### src/rtl/gpt_pkg.sv
// constants shared by the two-counter general-purpose timer
package gpt_pkg;
  // ---------------------------------------------------------------
  // register offsets (byte addresses, one aligned word each)
  // ---------------------------------------------------------------
  localparam logic [7:0] OFF_CFG = 8'h00;
  localparam logic [7:0] OFF_MODE_A = 8'h04;
  localparam logic [7:0] OFF_MODE_B = 8'h08;
  localparam logic [7:0] OFF_CTL = 8'h0C;
  localparam logic [7:0] OFF_IMR = 8'h18;
  localparam logic [7:0] OFF_RIS = 8'h1C;
  localparam logic [7:0] OFF_MIS = 8'h20;
  localparam logic [7:0] OFF_ICR = 8'h24;
  localparam logic [7:0] OFF_ILR_A = 8'h28;
  localparam logic [7:0] OFF_ILR_B = 8'h2C;
  localparam logic [7:0] OFF_MATCH_A = 8'h30;
  localparam logic [7:0] OFF_PR_A = 8'h38;
  localparam logic [7:0] OFF_PR_B = 8'h3C;
  localparam logic [7:0] OFF_VAL_A = 8'h48;
  localparam logic [7:0] OFF_VAL_B = 8'h4C;
  // ---------------------------------------------------------------
  // control register fields
  // ---------------------------------------------------------------
  localparam int CTL_EN_A = 0;
  localparam int CTL_STALL_A = 1;
  localparam int CTL_RTC_IGN = 4;
  localparam int CTL_OTE_A = 5;
  localparam int CTL_EN_B = 8;
  localparam int CTL_STALL_B = 9;
  localparam int CTL_OTE_B = 13;
  // ---------------------------------------------------------------
  // interrupt status / mask / clear fields
  // ---------------------------------------------------------------
  localparam int INT_TO_A = 0;
  localparam int INT_RTC = 3;
  localparam int INT_TO_B = 8;
  // ---------------------------------------------------------------
  // configuration and mode encodings
  // ---------------------------------------------------------------
  localparam logic [2:0] CFG_32_TIMER = 3'h0;
  localparam logic [2:0] CFG_32_RTC = 3'h1;
  localparam logic [2:0] CFG_16_SPLIT = 3'h4;
  localparam logic [1:0] MODE_ONESHOT = 2'h1;
  localparam logic [1:0] MODE_PERIODIC = 2'h2;
  // ---------------------------------------------------------------
  // reset values and counts
  // ---------------------------------------------------------------
  localparam logic [2:0] CFG_RST = 3'h0;
  localparam logic [15:0] CNT_RST = 16'hFFFF;
  localparam logic [7:0] PRE_RST = 8'h00;
  localparam logic [31:0] MATCH_RST = 32'hFFFFFFFF;
  localparam logic [31:0] RTC_START = 32'h00000001;
  localparam int RTC_SRC_HZ = 32768;
  localparam int RTC_TICK_HZ = 1;
  localparam int RTC_DIV = RTC_SRC_HZ / RTC_TICK_HZ;
endpackage

### src/rtl/gp_timer.sv
// two 16-bit counters, joinable into a 32-bit timer or real-time clock
//
// Overview of operation
// - reset: inactive, counters and loads all ones
// - reset: prescale counters and registers zero
// - config 0 timer32, config 1 clock32
// - config 4 splits into two 16-bit counters
// - 32-bit load write fills both halves
// - 32-bit value read joins both halves
// - joined timer uses first mode field only
// - joined timer counts down, reloads after zero
// - zero sets sticky timeout flag, masked interrupt
// - trigger pulse one cycle at zero
// - load write while running reloads next cycle
// - stall enable plus stall input freezes counter
// - clock counts up, first entry loads one
// - pin clock divided to one hertz tick
// - clock match rolls count to zero
// - clock match sets flag, clear bit clears
// - stall-ignore bit keeps clock counting
// - split counters have 8-bit prescaler each
// - split counter reloads after zero, one-shot stops
// - prescale N gives N+1 clocks per step
// - 32-bit modes use only the even pin
`timescale 1ns/1ps
module gp_timer
  import gpt_pkg::*;
#(
  parameter int RTC_DIVIDE = RTC_DIV
) (
  // clock, reset, enable
  input wire logic clk_in,
  input wire logic arst_n_in,
  input wire logic ce_in,
  // register port
  input wire logic [7:0] addr_in,
  input wire logic [31:0] wdata_in,
  input wire logic wr_in,
  input wire logic rd_in,
  output logic [31:0] rdata_out,
  // system stall request, same clock
  input wire logic stall_in,
  // even capture/compare pin, clock source in clock mode
  input wire logic ccp_even_in,
  // triggers and interrupt
  output logic trig_a_out,
  output logic trig_b_out,
  output logic irq_out
);
  localparam int DIV_W = $clog2(RTC_DIVIDE);

  // ---------------------------------------------------------------
  // state
  // ---------------------------------------------------------------
  logic [2:0] cfg;
  logic [1:0] mode_a;
  logic [1:0] mode_b;
  logic en_a;
  logic en_b;
  logic stl_a;
  logic stl_b;
  logic ote_a;
  logic ote_b;
  logic rtc_ign;
  logic [15:0] ilr_a;
  logic [15:0] ilr_b;
  logic [15:0] cnt_a;
  logic [15:0] cnt_b;
  logic [31:0] match;
  logic [7:0] pr_a;
  logic [7:0] pr_b;
  logic [7:0] pre_a;
  logic [7:0] pre_b;
  logic ris_to_a;
  logic ris_to_b;
  logic ris_rtc;
  logic im_to_a;
  logic im_to_b;
  logic im_rtc;
  logic rtc_seen;
  logic [DIV_W-1:0] div_cnt;
  logic ccp_s;
  logic ccp_d;
  logic [31:0] rd_word;

  // ---------------------------------------------------------------
  // write decode
  // ---------------------------------------------------------------
  wire wr_cfg = wr_in && (addr_in == OFF_CFG);
  wire wr_mode_a = wr_in && (addr_in == OFF_MODE_A);
  wire wr_mode_b = wr_in && (addr_in == OFF_MODE_B);
  wire wr_ctl = wr_in && (addr_in == OFF_CTL);
  wire wr_imr = wr_in && (addr_in == OFF_IMR);
  wire wr_icr = wr_in && (addr_in == OFF_ICR);
  wire wr_ilr_a = wr_in && (addr_in == OFF_ILR_A);
  wire wr_ilr_b = wr_in && (addr_in == OFF_ILR_B);
  wire wr_match = wr_in && (addr_in == OFF_MATCH_A);
  wire wr_pr_a = wr_in && (addr_in == OFF_PR_A);
  wire wr_pr_b = wr_in && (addr_in == OFF_PR_B);

  // ---------------------------------------------------------------
  // mode decode
  // ---------------------------------------------------------------
  wire mode32 = (cfg == CFG_32_TIMER);
  wire mode_rtc = (cfg == CFG_32_RTC);
  wire split = (cfg == CFG_16_SPLIT);
  wire wide = mode32 || mode_rtc;
  wire a_ok = (mode_a == MODE_ONESHOT) || (mode_a == MODE_PERIODIC);
  wire b_ok = (mode_b == MODE_ONESHOT) || (mode_b == MODE_PERIODIC);
  wire frz_a = stl_a && stall_in;
  wire frz_b = stl_b && stall_in;
  // the clock keeps running through a stall when told to
  wire rtc_frz = (stl_a || stl_b) && stall_in && !rtc_ign;
  wire [31:0] cnt32 = {cnt_b, cnt_a};

  // ---------------------------------------------------------------
  // run conditions; a cleared enable simply stops stepping
  // ---------------------------------------------------------------
  wire run32 = mode32 && en_a && a_ok && !frz_a;
  wire run_a16 = split && en_a && a_ok && !frz_a;
  wire run_b16 = split && en_b && b_ok && !frz_b;
  wire rtc_run = mode_rtc && en_a && !rtc_frz;

  // ---------------------------------------------------------------
  // joined timer events
  // ---------------------------------------------------------------
  wire zero32 = run32 && (cnt32 == 32'h00000000);
  wire hit32 = run32 && (cnt32 == 32'h00000001);

  // ---------------------------------------------------------------
  // split counter events; a step happens when the prescaler is out
  // ---------------------------------------------------------------
  // the zero count lasts a full prescaled step like every other count
  wire zero_a = run_a16 && (cnt_a == 16'h0000) && (pre_a == 8'h00);
  wire dec_a = run_a16 && !zero_a && (pre_a == 8'h00);
  wire hit_a = dec_a && (cnt_a == 16'h0001);
  wire zero_b = run_b16 && (cnt_b == 16'h0000) && (pre_b == 8'h00);
  wire dec_b = run_b16 && !zero_b && (pre_b == 8'h00);
  wire hit_b = dec_b && (cnt_b == 16'h0001);

  // ---------------------------------------------------------------
  // clock mode: even pin edges divided down to one tick per second
  // ---------------------------------------------------------------
  wire ccp_rise = ccp_s && !ccp_d;
  wire div_last = (div_cnt == DIV_W'(RTC_DIVIDE - 1));
  wire rtc_tick = rtc_run && ccp_rise && div_last;
  wire rtc_hit = rtc_tick && (cnt32 == match);
  wire rtc_entry = wr_cfg && (wdata_in[2:0] == CFG_32_RTC) && !rtc_seen;

  // ---------------------------------------------------------------
  // flag sources and one-shot enable clears
  // ---------------------------------------------------------------
  wire set_to_a = hit32 || hit_a;
  wire set_to_b = hit_b;
  wire clr_en_a = (zero32 || zero_a) && (mode_a == MODE_ONESHOT);
  wire clr_en_b = zero_b && (mode_b == MODE_ONESHOT);
  wire [31:0] ris_word = (32'(ris_to_a) << INT_TO_A) | (32'(ris_rtc) << INT_RTC)
                       | (32'(ris_to_b) << INT_TO_B);
  wire [31:0] imr_word = (32'(im_to_a) << INT_TO_A) | (32'(im_rtc) << INT_RTC)
                       | (32'(im_to_b) << INT_TO_B);
  wire [31:0] mis_word = ris_word & imr_word;

  // pin passes two flops before anything looks at it
  sync2 #(
    .W(1)
  ) u_ccp_sync (
    .clk_in(clk_in),
    .arst_n_in(arst_n_in),
    .ce_in(ce_in),
    .d_in(ccp_even_in),
    .q_out(ccp_s)
  );

  // ---------------------------------------------------------------
  // next counter values
  // ---------------------------------------------------------------
  logic [15:0] next_cnt_a;
  logic [15:0] next_cnt_b;
  logic [7:0] next_pre_a;
  logic [7:0] next_pre_b;

  // software loads take priority so a new value lands next cycle
  always_comb begin
    next_cnt_a = cnt_a;
    next_cnt_b = cnt_b;
    next_pre_a = pre_a;
    next_pre_b = pre_b;
    if (wide) begin
      if (wr_ilr_a) begin
        {next_cnt_b, next_cnt_a} = wdata_in;
      end else if (zero32) begin
        {next_cnt_b, next_cnt_a} = {ilr_b, ilr_a};
      end else if (run32) begin
        {next_cnt_b, next_cnt_a} = cnt32 - 32'h00000001;
      end else if (rtc_hit) begin
        {next_cnt_b, next_cnt_a} = 32'h00000000;
      end else if (rtc_tick) begin
        {next_cnt_b, next_cnt_a} = cnt32 + 32'h00000001;
      end
    end else begin
      if (wr_ilr_a) begin
        next_cnt_a = wdata_in[15:0];
        next_pre_a = pr_a;
      end else if (zero_a) begin
        next_cnt_a = ilr_a;
        next_pre_a = pr_a;
      end else if (dec_a) begin
        next_cnt_a = cnt_a - 16'h0001;
        next_pre_a = pr_a;
      end else if (run_a16) begin
        next_pre_a = pre_a - 8'h01;
      end
      if (wr_ilr_b) begin
        next_cnt_b = wdata_in[15:0];
        next_pre_b = pr_b;
      end else if (zero_b) begin
        next_cnt_b = ilr_b;
        next_pre_b = pr_b;
      end else if (dec_b) begin
        next_cnt_b = cnt_b - 16'h0001;
        next_pre_b = pr_b;
      end else if (run_b16) begin
        next_pre_b = pre_b - 8'h01;
      end
    end
    // first entry to clock mode starts the count at one
    if (rtc_entry) begin
      {next_cnt_b, next_cnt_a} = RTC_START;
    end
  end

  // ---------------------------------------------------------------
  // counters and prescalers
  // ---------------------------------------------------------------
  always_ff @(posedge clk_in or negedge arst_n_in) begin
    if (!arst_n_in) begin
      cnt_a <= CNT_RST;
      cnt_b <= CNT_RST;
      pre_a <= PRE_RST;
      pre_b <= PRE_RST;
    end else if (ce_in) begin
      cnt_a <= next_cnt_a;
      cnt_b <= next_cnt_b;
      pre_a <= next_pre_a;
      pre_b <= next_pre_b;
    end
  end

  // ---------------------------------------------------------------
  // configuration, mode and load registers
  // ---------------------------------------------------------------
  always_ff @(posedge clk_in or negedge arst_n_in) begin
    if (!arst_n_in) begin
      cfg <= CFG_RST;
      mode_a <= 2'h0;
      mode_b <= 2'h0;
      ilr_a <= CNT_RST;
      ilr_b <= CNT_RST;
      pr_a <= PRE_RST;
      pr_b <= PRE_RST;
      match <= MATCH_RST;
      rtc_seen <= 1'b0;
    end else if (ce_in) begin
      if (wr_cfg) cfg <= wdata_in[2:0];
      if (rtc_entry) rtc_seen <= 1'b1;
      if (wr_mode_a) mode_a <= wdata_in[1:0];
      if (wr_mode_b) mode_b <= wdata_in[1:0]; // ignored while joined
      if (wr_ilr_a) begin
        ilr_a <= wdata_in[15:0];
        if (wide) ilr_b <= wdata_in[31:16];
      end else if (wr_ilr_b) begin
        ilr_b <= wdata_in[15:0];
      end
      if (wr_pr_a) pr_a <= wdata_in[7:0];
      if (wr_pr_b) pr_b <= wdata_in[7:0];
      if (wr_match) match <= wide ? wdata_in : {16'h0000, wdata_in[15:0]};
    end
  end

  // ---------------------------------------------------------------
  // control register; one-shot completion clears the enable
  // ---------------------------------------------------------------
  // a software write in the same cycle as a one-shot finish wins,
  // so a restart issued right at the end is not swallowed
  always_ff @(posedge clk_in or negedge arst_n_in) begin
    if (!arst_n_in) begin
      en_a <= 1'b0;
      en_b <= 1'b0;
      stl_a <= 1'b0;
      stl_b <= 1'b0;
      ote_a <= 1'b0;
      ote_b <= 1'b0;
      rtc_ign <= 1'b0;
    end else if (ce_in) begin
      if (wr_ctl) begin
        en_a <= wdata_in[CTL_EN_A];
        en_b <= wdata_in[CTL_EN_B];
        stl_a <= wdata_in[CTL_STALL_A];
        stl_b <= wdata_in[CTL_STALL_B];
        ote_a <= wdata_in[CTL_OTE_A];
        ote_b <= wdata_in[CTL_OTE_B];
        rtc_ign <= wdata_in[CTL_RTC_IGN];
      end else begin
        if (clr_en_a) en_a <= 1'b0;
        if (clr_en_b) en_b <= 1'b0;
      end
    end
  end

  // ---------------------------------------------------------------
  // sticky status, mask; a new event beats a same-cycle clear
  // ---------------------------------------------------------------
  always_ff @(posedge clk_in or negedge arst_n_in) begin
    if (!arst_n_in) begin
      ris_to_a <= 1'b0;
      ris_to_b <= 1'b0;
      ris_rtc <= 1'b0;
      im_to_a <= 1'b0;
      im_to_b <= 1'b0;
      im_rtc <= 1'b0;
    end else if (ce_in) begin
      ris_to_a <= set_to_a || (ris_to_a && !(wr_icr && wdata_in[INT_TO_A]));
      ris_to_b <= set_to_b || (ris_to_b && !(wr_icr && wdata_in[INT_TO_B]));
      ris_rtc <= rtc_hit || (ris_rtc && !(wr_icr && wdata_in[INT_RTC]));
      if (wr_imr) begin
        im_to_a <= wdata_in[INT_TO_A];
        im_to_b <= wdata_in[INT_TO_B];
        im_rtc <= wdata_in[INT_RTC];
      end
    end
  end

  // ---------------------------------------------------------------
  // output triggers: one-cycle pulse as the counter steps from one to zero
  // ---------------------------------------------------------------
  // second trigger only exists while split; joined modes use the
  // even side alone
  always_ff @(posedge clk_in or negedge arst_n_in) begin
    if (!arst_n_in) begin
      trig_a_out <= 1'b0;
      trig_b_out <= 1'b0;
    end else if (ce_in) begin
      trig_a_out <= ote_a && set_to_a && !wr_ilr_a;
      trig_b_out <= ote_b && set_to_b && !wr_ilr_b;
    end
  end

  // ---------------------------------------------------------------
  // clock-mode divider on synchronised pin edges
  // ---------------------------------------------------------------
  always_ff @(posedge clk_in or negedge arst_n_in) begin
    if (!arst_n_in) begin
      ccp_d <= 1'b0;
      div_cnt <= '0;
    end else if (ce_in) begin
      ccp_d <= ccp_s;
      if (!rtc_run) begin
        div_cnt <= div_cnt; // hold phase while stopped or frozen
      end else if (ccp_rise) begin
        div_cnt <= div_last ? '0 : div_cnt + DIV_W'(1);
      end
    end
  end

  // ---------------------------------------------------------------
  // read mux; unmapped addresses read as zero
  // ---------------------------------------------------------------
  always_comb begin
    case (addr_in)
      OFF_CFG: rd_word = {29'h0, cfg};
      OFF_MODE_A: rd_word = {30'h0, mode_a};
      OFF_MODE_B: rd_word = {30'h0, mode_b};
      OFF_CTL: rd_word = (32'(en_a) << CTL_EN_A) | (32'(stl_a) << CTL_STALL_A)
                        | (32'(rtc_ign) << CTL_RTC_IGN) | (32'(ote_a) << CTL_OTE_A)
                        | (32'(en_b) << CTL_EN_B) | (32'(stl_b) << CTL_STALL_B)
                        | (32'(ote_b) << CTL_OTE_B);
      OFF_IMR: rd_word = imr_word;
      OFF_RIS: rd_word = ris_word;
      OFF_MIS: rd_word = mis_word;
      OFF_ILR_A: rd_word = wide ? {ilr_b, ilr_a} : {16'h0, ilr_a};
      OFF_ILR_B: rd_word = {16'h0, ilr_b};
      OFF_MATCH_A: rd_word = match;
      OFF_PR_A: rd_word = {24'h0, pr_a};
      OFF_PR_B: rd_word = {24'h0, pr_b};
      OFF_VAL_A: rd_word = wide ? cnt32 : {16'h0, cnt_a};
      OFF_VAL_B: rd_word = {16'h0, cnt_b};
      default: rd_word = 32'h0;
    endcase
  end

  // read data stand only in the cycle after the strobe
  always_ff @(posedge clk_in or negedge arst_n_in) begin
    if (!arst_n_in) begin
      rdata_out <= 32'h0;
    end else if (ce_in) begin
      rdata_out <= rd_in ? rd_word : 32'h0;
    end
  end

  // single interrupt line from the masked status
  assign irq_out = |mis_word;
endmodule

### src/rtl/sync2.sv
// two-flop synchroniser for levels arriving from outside the clock domain
`timescale 1ns/1ps
module sync2 #(
  parameter int W = 1
) (
  // clock, reset, enable
  input wire logic clk_in,
  input wire logic arst_n_in,
  input wire logic ce_in,
  // asynchronous level in, synchronised level out
  input wire logic [W-1:0] d_in,
  output logic [W-1:0] q_out
);
  logic [W-1:0] meta;

  // ---------------------------------------------------------------
  // two stages; only the second stage is read outside
  // ---------------------------------------------------------------
  always_ff @(posedge clk_in or negedge arst_n_in) begin
    if (!arst_n_in) begin
      meta <= '0;
      q_out <= '0;
    end else if (ce_in) begin
      meta <= d_in;
      q_out <= meta;
    end
  end
endmodule

### config.mk
export PLATFORM = sky130hd
export DESIGN_NAME = gp_timer
export DESIGN_NICKNAME = d
export VERILOG_FILES = /design/src/rtl/gpt_pkg.sv /design/src/rtl/gp_timer.sv /design/src/rtl/sync2.sv
export SDC_FILE = /design/constraint.sdc
export NUM_CORES = 1
export LEC_CHECK = 0
export BUFFER_PORTS_ARGS = -buffer_cell sky130_fd_sc_hd__buf_2
export CAP_MARGIN = 25
export CORE_MARGIN = 2
export CORE_UTILIZATION = 40
export CTS_CLUSTER_SIZE = 14
export DETAILED_ROUTE_END_ITERATION = 8
export GPL_ROUTABILITY_DRIVEN = 0
export PLACE_DENSITY_LB_ADDON = 0.2
export SYNTH_ARGS = -nofsm -noshare
export SYNTH_HDL_FRONTEND = slang
export SYNTH_SLANG_ARGS = --single-unit
### constraint.sdc
create_clock -name clk_in -period 4.3 [get_ports clk_in]
set_clock_uncertainty 0.15 [all_clocks]
set_input_delay 0.86 -clock clk_in [delete_from_list [all_inputs] [get_ports clk_in]]
set_output_delay 0.86 -clock clk_in [all_outputs]
set_load 0.02 [all_outputs]
==> impl_metrics.ini <==
[timing]
max_freq_mhz = 271
finalSetupViolCount = 0
finalCriticalPeriod_ns = 3.68
setup_total_negative_slack_ns = 0
tightest_slew_ns = 1.02
grt_setup_unrepaired = no
relSlewSlack_pct = 32.2
slew_violations = 0
hold_violations = 0
final_cycle_utilization_of_the_critical_path_pct = 85.7

[cts]
post-cts-setup-buffers = 0
tritoncts = done
ctsResizeCount = 0
clock_tree.buffer_depth = 3
root_buffer = clkbuf_16
clkLatencyLatePin_ns = 0.54
cts_buffers = 24
clkSlewWorstSetupHoldPaths_ns = 0.06
tritoncts_num_sinks = 201
cts.hold.buffers_added = 0
clock_tree.htree_level_count = 1

[yosys]
synth_warn = 0
synthesis.nets = 1580
synthFlopType = dfrtp_1
synth_edf_count = 0
synthTopCellsByArea = dfrtp_1, dfstp_2, nand2_1
synth_seq_area_share_pct = 38.7
synth_area_um2 = 13300
synth_largest_area_cell = dfrtp_1
syn_inst = 1520
synth_top_cell_area_share_pct = 19.7
syn-mean-instance-area_um2 = 8.76
fraction_of_synthesis_flops_using_an_asynchronous_set_or_reset_pin_pct = 100
synth_cell_types = 82
synthesized_flop_and_latch_total = 201

[floorplan]
std_cell_rows = 66
core-area_um2 = 32600
fp.dieW_um = 186
die_area_um2 = 34800
number_of_top_level_design_ports = 82
fp.dieH_um = 186
start_util_pct = 40.8

[worst_setup_path]
setup.worst_path.class = register to register
critPathCapture = cnt_b[15]$_DFFE_PN1P_
worst-endpoint-required_ns = 4.62
path_cells = inv_1 -> ha_1 -> or3b_1 -> nor4_4 -> buf_4 -> nand4_2 -> o21ai_0 -> a21o_1 -> a21oi_1 -> a32o_1
critPathLaunchType = register
rr_startpoint = cnt_b[0]$_DFFE_PN1P_
rrSetupSlack_ns = 0.62
critical_path_peak_fanout = 17
critPathLaunch = cnt_b[0]$_DFFE_PN1P_
crit_slowest_cell = or3b_1
rr_endpoint = cnt_b[15]$_DFFE_PN1P_
crit_arrival_ns = 4.00
maximum_cell_stage_delay_along_the_critical_path_ns = 0.56
cp-end-kind = register
worst-r2r-cell-count = 10

[power]
power_switching_share_pct = 32.7
power_w = 0.00531
power_density_cells_nw_per_um2 = 355
cellLeakagePower_nw = 6.20
intPower_w = 0.00357
net-switching-power_w = 0.00174
pwr-share-comb_pct = 21.0
share_seq_of_total_power_pct = 41.2
p_clk_share_pct = 37.8
peak_ir_drop_on_the_vdd_network_mv = 0.317

[finish]
antenna_cells_inserted = 0
drive_above_1_share_pct = 21.8
area_growth_syn_to_layout_pct = 12.2
count_of_nets_after_finishing = 1608

[run_status]
run_status = completed

[placement]
count_of_port_buffers_added_during_placement = 81
hpwlAfterDp_um = 38100

[grt]
grt-busiest-layer = met2
antenna_violations_before_repair = 0
groute.layer.met3.usage_pct = 7.47
grt_start_max_net_pins = 99
number_of_global_route_vias_before_repair = 12500
grtUsageMet1_pct = 41.7
grt_first_pass_wirelength_um = 81600
grt.met2_usage_pct = 44.3
residual_overflow_from_global_routing = 0
global_route.usage.total_pct = 30.5

[route]
post_drt_wl_per_cell_um = 26.7
drt_first_iter_violations = 1779
1st_pass_router_iterations = 6
post_drt_via_cell_ratio = 6.56
via_count = 13200
total_wirelength_um = 53600
route.detailed.drc = 0
antenna_violating_nets_post_route = 0

[job]
drv_cap = 0

[worst_hold_path]
hold_class = input pin to async pin
[worst max-delay path, delay by kind of cell, from the launching register on]
kind	cells	cell delay (ns)
simple gates	3	1.59
buf+inv	2	0.34
fa+ha+maj	1	0.28
compound gates	4	0.78
flops	1	0.47
[power groups by stage]
stage                     registers (W)  logic, W  clock network, W
after floorplan                 0.00206  0.000805                 0
after global placement          0.00220   0.00106                 0
after detailed placement        0.00220   0.00107                 0
after CTS                       0.00217   0.00107           0.00204
after global routing            0.00219   0.00119           0.00211
final                           0.00219   0.00111           0.00201
[kinds of logic after synthesis]
family                     synth area share (%)
xor gates and xnor gates                   5.72
and+or+nand+nor                            19.6
adders and majority gates                  1.22
muxes                                      5.56
DFF                                        38.7
AOI/OAI and AO/OA                          24.2
buffers and inverters                      4.95
[area by class of cell]
class / instances / area (µm²)
fillers: 3173 / 17700
clock inverters: 12 / 93.8
repair buffers: 133 / 830
well taps: 442 / 553
clock buffers: 32 / 662
flip-flops and latches: 201 / 5150
multi-input cells: 1156 / 7530
inverters: 32 / 120
[how the worst min path moves through the flow]
stage	cells after the start	endpoint	startpoint	slack [ns]
floorplan	1	rtc_seen$_DFFE_PN0P_	rtc_seen$_DFFE_PN0P_	0.28
global route	1	pre_a[3]$_DFFE_PN0P_	arst_n_in	0.34
global placement	1	rtc_seen$_DFFE_PN0P_	rtc_seen$_DFFE_PN0P_	0.29
detailed placement	1	rtc_seen$_DFFE_PN0P_	rtc_seen$_DFFE_PN0P_	0.30
CTS	1	pre_a[1]$_DFFE_PN0P_	arst_n_in	0.31
finish	1	pre_a[4]$_DFFE_PN0P_	arst_n_in	0.26
[registers in the layout, summed over array words and instances, names as in the netlist, 2 cells and up]
signal	flops
cfg	3
cnt_a	16
cnt_b	16
div_cnt	15
ilr_a	16
ilr_b	16
match	32
mode_a	2
mode_b	2
pr_a	8
pr_b	8
pre_a	8
pre_b	8
rdata_out	32
[per-layer routing]
| metal | part of all wire, % | up-vias |
|---|---|---|
| li1 | - | 5758 |
| met1 | 40 | 6323 |
| met2 | 41 | 875 |
| met3 | 12 | 215 |
| met4 | 6.6 | 0 |
| met5 | 0 | - |
[synth_stat cells, types with 16 or more instances]
cell type / n
a21o_1: 23
a21oi_1: 93
a22oi_1: 45
a31oi_1: 24
buf_2: 23
clkbuf_1: 96
dfrtp_1: 105
dfstp_2: 96
inv_1: 32
mux2_2: 47
mux2i_1: 21
nand2_1: 180
nand3_1: 48
nand4_1: 25
nor2_1: 92
nor3_1: 38
nor4_1: 25
o211ai_1: 16
o21ai_0: 92
o21ai_1: 20
o2bb2ai_1: 23
xnor2_1: 55
xor2_1: 32
[per-stage QoR]
step	area, µm²	utilization, %	setup slack [ns]	hold slack [ns]	instances
floorplan	13300	-	1.11	0.279	1520
global placement	14200	43.4	0.652	0.290	1962
detailed placement	14200	43.5	0.735	0.297	1963
CTS	14900	45.8	0.740	0.309	2007
global route	14900	45.8	0.452	0.335	2008
finish	14900	45.8	0.617	0.260	2008
[cells in the final DEF (no fill, tap or decap), drive strengths merged, types with 32 or more instances in the layout]
cell type	count
nor2	93
buf	131
nor3	40
o21ai	112
dfstp	96
dfrtp	105
inv	32
clkbuf	34
xnor2	55
a21oi	93
a22oi	45
xor2	32
nand2	180
mux2	47
nand3	48
No activity file was read; power rests on OpenSTA's default activity.
